### src/rtl/bis_defines.svh
// offsets, field positions, reset values and fixed codes of the bridge window block
// Operation
// - latency byte, top byte of word 0x18, reads zero and ignores writes
// - low nibbles of I/O base and limit bytes read as one, read-only
// - base field gives bound bits 15:12, bits 11:0 zero, resets zero
// - limit field gives bound bits 15:12, bits 11:0 all ones, resets zero
// - bound bits 31:16 come from separate upper-half base and limit register
// - I/O request forwarded only when address lies inside programmed bounds
// - status bits 21, 23, 26:25 read zero, read-only
// - bit 24 set on secondary parity error seen or forwarded as requester
// - bit 24 never set while parity error response enable is clear
// - bit 27 set when completing a request with completer abort
// - bit 28 set on received completion with completer abort status
// - bit 29 set on received completion with unsupported request status
// - bit 30 set on sent fatal or nonfatal message while system error enable
// - bit 31 set on received poisoned packet on secondary side
`ifndef BIS_DEFINES_SVH
`define BIS_DEFINES_SVH

`define BIS_OFS_BUS_WORD   8'h18
`define BIS_OFS_IO_STATUS  8'h1c
`define BIS_OFS_IO_UPPER   8'h30
`define BIS_OFS_CTRL       8'h40

`define BIS_LAT_LSB        24
`define BIS_BASE_CODE_LSB  0
`define BIS_BASE_NIB_LSB   4
`define BIS_LIM_CODE_LSB   8
`define BIS_LIM_NIB_LSB    12
`define BIS_IO32_CODE      4'h1
`define BIS_BASE_FILL      12'h000
`define BIS_LIMIT_FILL     12'hfff
`define BIS_NIB_RESET      4'h0
`define BIS_UPPER_RESET    16'h0000

`define BIS_ST_PERR        24
`define BIS_ST_SIG_TA      27
`define BIS_ST_RX_TA       28
`define BIS_ST_RX_MA       29
`define BIS_ST_SERR        30
`define BIS_ST_POISON      31

`define BIS_CTRL_PERR_EN   0
`define BIS_CTRL_SERR_EN   1

`endif

### src/rtl/bis_pkg.sv
// types shared by the bridge window block
package bis_pkg;

	typedef struct packed {
		logic        psel;
		logic        penable;
		logic        pwrite;
		logic [7:0]  paddr;
		logic [31:0] pwdata;
	} bis_apb_req_type;

	typedef struct packed {
		logic parity_err;
		logic sent_cpl_abort;
		logic rx_cpl_abort;
		logic rx_cpl_unsupported;
		logic sent_err_msg;
		logic rx_poisoned;
	} bis_event_type;

	typedef struct packed {
		logic        valid;
		logic [31:0] addr;
	} bis_io_req_type;

	typedef struct packed {
		logic        valid;
		logic        forward;
	} bis_io_dec_type;

	typedef struct packed {
		logic        perr;
		logic        sig_ta;
		logic        rx_ta;
		logic        rx_ma;
		logic        serr;
		logic        poison;
	} bis_flags_type;

	typedef struct packed {
		logic [3:0]     base_nib;
		logic [3:0]     limit_nib;
		logic [15:0]    base_upper;
		logic [15:0]    limit_upper;
		logic           perr_resp_en;
		logic           serr_en;
		bis_flags_type  flags;
		logic [31:0]    prdata;
		logic           pslverr;
		bis_io_dec_type dec;
	} bis_state_type;

endpackage

### src/rtl/bis_regs.sv
// bridge I/O window, secondary status flags and forwarding decision behind APB
`timescale 1ns/100ps
`include "bis_defines.svh"

module bis_regs (
	// clock and reset
	input  wire logic                clk_sys,
	input  wire logic                srst,
	// apb slave
	input  wire bis_pkg::bis_apb_req_type apb_req,
	output logic [31:0]              prdata,
	output logic                     pready,
	output logic                     pslverr,
	// secondary-side traffic events, one-cycle pulses
	input  wire bis_pkg::bis_event_type   events,
	// I/O forwarding request and registered decision
	input  wire bis_pkg::bis_io_req_type  io_req,
	output bis_pkg::bis_io_dec_type       io_dec
);

	bis_pkg::bis_state_type state;
	bis_pkg::bis_state_type next_state;

	// compose a 32-bit window bound
	function automatic logic [31:0] make_bound(
		input logic [15:0] upper,
		input logic [3:0]  nib,
		input logic [11:0] fill
	);
		make_bound = {upper, nib, fill};
	endfunction

	logic [31:0] lower_bound;
	logic [31:0] upper_bound;
	logic        setup;
	logic        access_wr;
	logic        mapped;
	logic [31:0] read_word;
	logic [31:0] status_word;
	logic [31:0] wdata;

	assign lower_bound = make_bound(state.base_upper, state.base_nib,
		`BIS_BASE_FILL);
	assign upper_bound = make_bound(state.limit_upper, state.limit_nib,
		`BIS_LIMIT_FILL);

	assign setup     = apb_req.psel & ~apb_req.penable;
	assign access_wr = apb_req.psel & apb_req.penable & apb_req.pwrite;
	assign wdata     = apb_req.pwdata;

	// status word with I/O base and limit bytes, reserved and legacy bits stay zero
	always_comb begin
		status_word                 = 32'h0000_0000;
		status_word[`BIS_ST_PERR]   = state.flags.perr;
		status_word[`BIS_ST_SIG_TA] = state.flags.sig_ta;
		status_word[`BIS_ST_RX_TA]  = state.flags.rx_ta;
		status_word[`BIS_ST_RX_MA]  = state.flags.rx_ma;
		status_word[`BIS_ST_SERR]   = state.flags.serr;
		status_word[`BIS_ST_POISON] = state.flags.poison;
		status_word[`BIS_BASE_CODE_LSB +: 4] = `BIS_IO32_CODE;
		status_word[`BIS_BASE_NIB_LSB +: 4]  = state.base_nib;
		status_word[`BIS_LIM_CODE_LSB +: 4]  = `BIS_IO32_CODE;
		status_word[`BIS_LIM_NIB_LSB +: 4]   = state.limit_nib;
	end

	// read mux
	always_comb begin
		read_word = 32'h0000_0000;
		mapped    = 1'b1;
		case (apb_req.paddr)
			`BIS_OFS_BUS_WORD: begin
				// latency byte hardwired zero, other bytes not held here
				read_word[`BIS_LAT_LSB +: 8] = 8'h00;
			end
			`BIS_OFS_IO_STATUS: begin
				read_word = status_word;
			end
			`BIS_OFS_IO_UPPER: begin
				read_word = {state.limit_upper, state.base_upper};
			end
			`BIS_OFS_CTRL: begin
				read_word[`BIS_CTRL_PERR_EN] = state.perr_resp_en;
				read_word[`BIS_CTRL_SERR_EN] = state.serr_en;
			end
			default: begin
				mapped = 1'b0;
			end
		endcase
	end

	always_comb begin
		next_state = state;

		// read data and error captured in setup, shown in access
		if (setup) begin
			next_state.prdata  = apb_req.pwrite ? 32'h0000_0000 : read_word;
			next_state.pslverr = ~mapped;
		end

		// writes take effect at the access edge; word 0x18 ignores them
		if (access_wr) begin
			case (apb_req.paddr)
				`BIS_OFS_IO_STATUS: begin
					next_state.base_nib  = wdata[`BIS_BASE_NIB_LSB +: 4];
					next_state.limit_nib = wdata[`BIS_LIM_NIB_LSB +: 4];
					// write one clears
					if (wdata[`BIS_ST_PERR]) begin
						next_state.flags.perr = 1'b0;
					end
					if (wdata[`BIS_ST_SERR]) begin
						next_state.flags.serr = 1'b0;
					end
					if (wdata[`BIS_ST_POISON]) begin
						next_state.flags.poison = 1'b0;
					end
				end
				`BIS_OFS_IO_UPPER: begin
					next_state.base_upper  = wdata[15:0];
					next_state.limit_upper = wdata[31:16];
				end
				`BIS_OFS_CTRL: begin
					next_state.perr_resp_en = wdata[`BIS_CTRL_PERR_EN];
					next_state.serr_en      = wdata[`BIS_CTRL_SERR_EN];
				end
				default: begin
					next_state.pslverr = state.pslverr;
				end
			endcase
		end

		// events after clears so a same-cycle event keeps the flag set
		if (events.parity_err && state.perr_resp_en) begin
			next_state.flags.perr = 1'b1;
		end
		if (events.sent_cpl_abort) begin
			next_state.flags.sig_ta = 1'b1;
		end
		if (events.rx_cpl_abort) begin
			next_state.flags.rx_ta = 1'b1;
		end
		if (events.rx_cpl_unsupported) begin
			next_state.flags.rx_ma = 1'b1;
		end
		if (events.sent_err_msg && state.serr_en) begin
			next_state.flags.serr = 1'b1;
		end
		if (events.rx_poisoned) begin
			next_state.flags.poison = 1'b1;
		end

		// forwarding decision one cycle after the request
		next_state.dec.valid   = io_req.valid;
		next_state.dec.forward = io_req.valid &&
			(io_req.addr >= lower_bound) &&
			(io_req.addr <= upper_bound);
	end

	always_ff @(posedge clk_sys) begin
		if (srst) begin
			state <= '0;
		end else begin
			state <= next_state;
		end
	end

	assign prdata  = state.prdata;
	assign pslverr = state.pslverr & apb_req.psel & apb_req.penable;
	assign pready  = apb_req.psel & apb_req.penable;
	assign io_dec  = state.dec;

endmodule

### config.mk
export PLATFORM = sky130hd
export DESIGN_NAME = bis_regs
export DESIGN_NICKNAME = d
export VERILOG_FILES = /design/src/rtl/bis_pkg.sv /design/src/rtl/bis_regs.sv
export VERILOG_INCLUDE_DIRS = /design/src /design/src/rtl
export SDC_FILE = /design/constraint.sdc
export NUM_CORES = 1
export LEC_CHECK = 0
export BUFFER_PORTS_ARGS = -buffer_cell sky130_fd_sc_hd__clkbuf_2
export CORE_ASPECT_RATIO = 1.5
export CORE_MARGIN = 3
export CORE_UTILIZATION = 46
export DETAILED_ROUTE_END_ITERATION = 10
export PLACE_DENSITY = 0.72
export SYNTH_ARGS = -nofsm -noshare
export SYNTH_HDL_FRONTEND = slang
export SYNTH_SLANG_ARGS = --single-unit
### constraint.sdc
create_clock -name clk_sys -period 1.9 [get_ports clk_sys]
set_input_delay 0.19 -clock clk_sys [delete_from_list [all_inputs] [get_ports clk_sys]]
set_output_delay 0.19 -clock clk_sys [all_outputs]
set_load 0.01 [all_outputs]
==> metrics <==
post-synthesis sequential area ratio 0.381; main combinational cell family by area after synthesis simple AND/OR/NAND/NOR gates; crit end category flip-flop; Die W ~86 um; vias per std cell between 5 and 6; # diodes 0; Fin. Hold Viols 0; TritonCTS clock tree built; Final Cell Area roughly 5100 um2; crit-path cells inv_1 > ha_1 > nand4_1 > nor4_1 > and2_1 > mux2i_1 > a32oi_1; Setup Skew about 6.9 ps; Req. time, crit path between 2000 and 2500 ps; LEAKAGE between 0.002 and 0.0025 uW; CP max stage delay about 400 ps; PD cells roughly 760 nW/um2; fmax ~560 MHz; reg2reg setup slack roughly 120 ps; synthesized area roughly 4400 um2; flops & latches, synth between 80 and 90; Post-synth EDFFs 0; Slowest-stage cell, CP nor4_1; leading area contributor after synthesis dfxtp_1; # hold bufs at CTS 0; CORE AREA roughly 9000 um2; Nets 740; Routed Antenna Nets 0; Min Hold Slack 46.8 ps; post-synthesis share of cell area spent on xor and xnor gates 0; Setup-failing EPs final 0; Worst R2R Start state[76]; Yosys cell types 41; Sinks on Clock Net between 80 and 90; critical path type flip-flop to flip-flop; cell family with most CP delay simple AND/OR/NAND/NOR gates; # Post-CTS Setup Buffers 0; final core utilization 0.569; Yosys top cell area share 0.381; ys flop type dfxtp_1; worst min path class input pin to flip-flop; Die H about 130 um; P&R area growth vs syn 17.7%; crit path capture io_dec[0]; Synth area leaders dfxtp_1 38%, ha_1 11%, nand2_1 8.1%; number of global-route vias before repair about 4,000; TritonRoute pass-1 iters 5; clk_lat worst skew about 350 ps; Slew @ Worst Pin roughly 830 ps; starting DRC count in detailed routing 225; Syn Nets 662; Arr. time, crit path 2050 ps; total CTS buffers 9; hpwl dp between 8 and 9 mm; FFs w/ async S/R, synth 0; CP Depth 7; Overflow after GRT 0; wire per inst 16.2 um; post-route setup slack between 100 and 150 ps; Area after DPL roughly 4800 um2; Post-Syn Instances ~540; cell row count 42; status completed; Final TNS setup 0 ps; crit path from state[76]; max-slew violations 0; CTS clk-pin slew, worst paths roughly 70 ps; # DRC 0; H-Tree Depth 3; Setup crit start kind flip-flop; Resized cells post-CTS 0; maximum VDD drop 566 uV; Initial Util 0.483; cell chosen for the clock root clkbuf_16; R2R depth 7; Total GRT Usage 0.222; clk buf depth 2; Synth Area per Inst about 8.1 um2; slew margin rel. 0.450; buffers and inverters on the worst path 1; vias approximately 4,000; Top Ports 120; antenna violations before repair 0; Compound-Gate Fraction of Synth Area 0.181; pin count of the biggest net entering global routing 82; Routed WL between 10 and 15 mm; mux cell area share after synthesis 0.00229; share of layout cells above drive strength 1 0.250; count of max-cap constraint violations 0; worst-path fanout max 3; first-pass GRT wire length around 19 mm; Die ar. 10,700 um2; minimum clock period 1780 ps; fin crit share 0.939; global placement routability congestion a little over 0.9; Syn. warnings 0; Port-buffer cells approximately 120; Synth Area in Simple Gates 0.196; Worst R2R End io_dec[0]; Place WS 162 ps; adder-cell share of the synthesized area 0.115
-- layer usage --
metal	part of all wire	global-route usage	up-vias	wire length, um
met3	0.058	0.0434	27	681
met1	0.39	0.250	1898	4560
li1	-	-	1977	-
met5	0	0	-	0
met2	0.52	0.394	145	6210
met4	0.032	0.102	0	383
-- worst min-delay path by stage --
stage | startpoint | to | slack [ps] | depth (start not counted)
global route | events[3] | state[38] | 60 | 3
detailed placement | events[3] | state[38] | 400 | 3
global placement | events[3] | state[38] | 400 | 3
floorplan | events[2] | state[37] | 310 | 2
CTS | events[3] | state[38] | 50 | 3
finish | events[3] | state[38] | 50 | 3
-- stage by stage --
stage	cells	total power, uW
2_1_floorplan	538	1940
5_1_grt	731	4000
3_5_place_dp	715	2100
4_1_cts	731	3890
6_report	731	3880
3_3_place_gp	715	2090
-- Yosys cell counts (4+ instances only) --
cell	n
nand2_1	94
dfxtp_1	83
a21oi_1	66
inv_1	42
ha_1	40
buf_4	36
nor2_1	36
a22oi_1	33
clkbuf_1	18
nand3_1	16
nand4_1	11
a22o_1	6
buf_2	6
a21o_1	4
and3_1	4
o21ai_0	4
-- area by class of cell --
cell class / instances / area (um2)
inverters: 42 / 158
flip-flops and latches: 83 / 1660
clock inverters: 7 / 82.6
multi-input cells: 351 / 2180
clock buffers: 9 / 225
well taps: 110 / 138
repair buffers: 129 / 696
fillers: 849 / 3900
-- placed cells by master (no fill, tap or decap), types with 3 or more instances in the layout --
cell / Yosys / routed
a21o_1: 4 / 4
a21oi_1: 66 / 66
a22o_1: 6 / 6
a22oi_1: 33 / 33
and2_1: 3 / 3
and3_1: 4 / 4
buf_4: 36 / 8
clkbuf_16: 0 / 9
clkbuf_2: 0 / 119
dfxtp_1: 83 / 83
ha_1: 40 / 40
inv_1: 42 / 42
inv_6: 0 / 3
nand2_1: 94 / 94
nand3_1: 16 / 16
nand4_1: 11 / 11
nor2_1: 36 / 36
nor4_1: 3 / 3
o21ai_0: 4 / 4
-- state kept, by name (all words and copies together), names as in the netlist --
register and count:
prdata 32, state 29, lower_bound 20, io_dec 2
-- kinds of logic after synthesis --
family,after synthesis
AO/OA/AOI/OAI,126
adder cells (fa/ha/maj),40
buffers and inverters,104
flip-flops,83
multiplexers,1
AND/OR/NAND/NOR,184
-- worst min-delay path: stages --
cell	delay, ps
clkbuf_2	80
nor2_1	30
nor2_1	60
-- power breakdown --
group	internal [uW]	switching (uW)	leakage [uW]	total, uW
combinational	135	177	0.00124	311
clock	1040	777	0.000145	1820
sequential	1750	4.74	0.000670	1750
total	2920	958	0.00206	3880
Note: power is estimated with default switching activity, not from simulation.
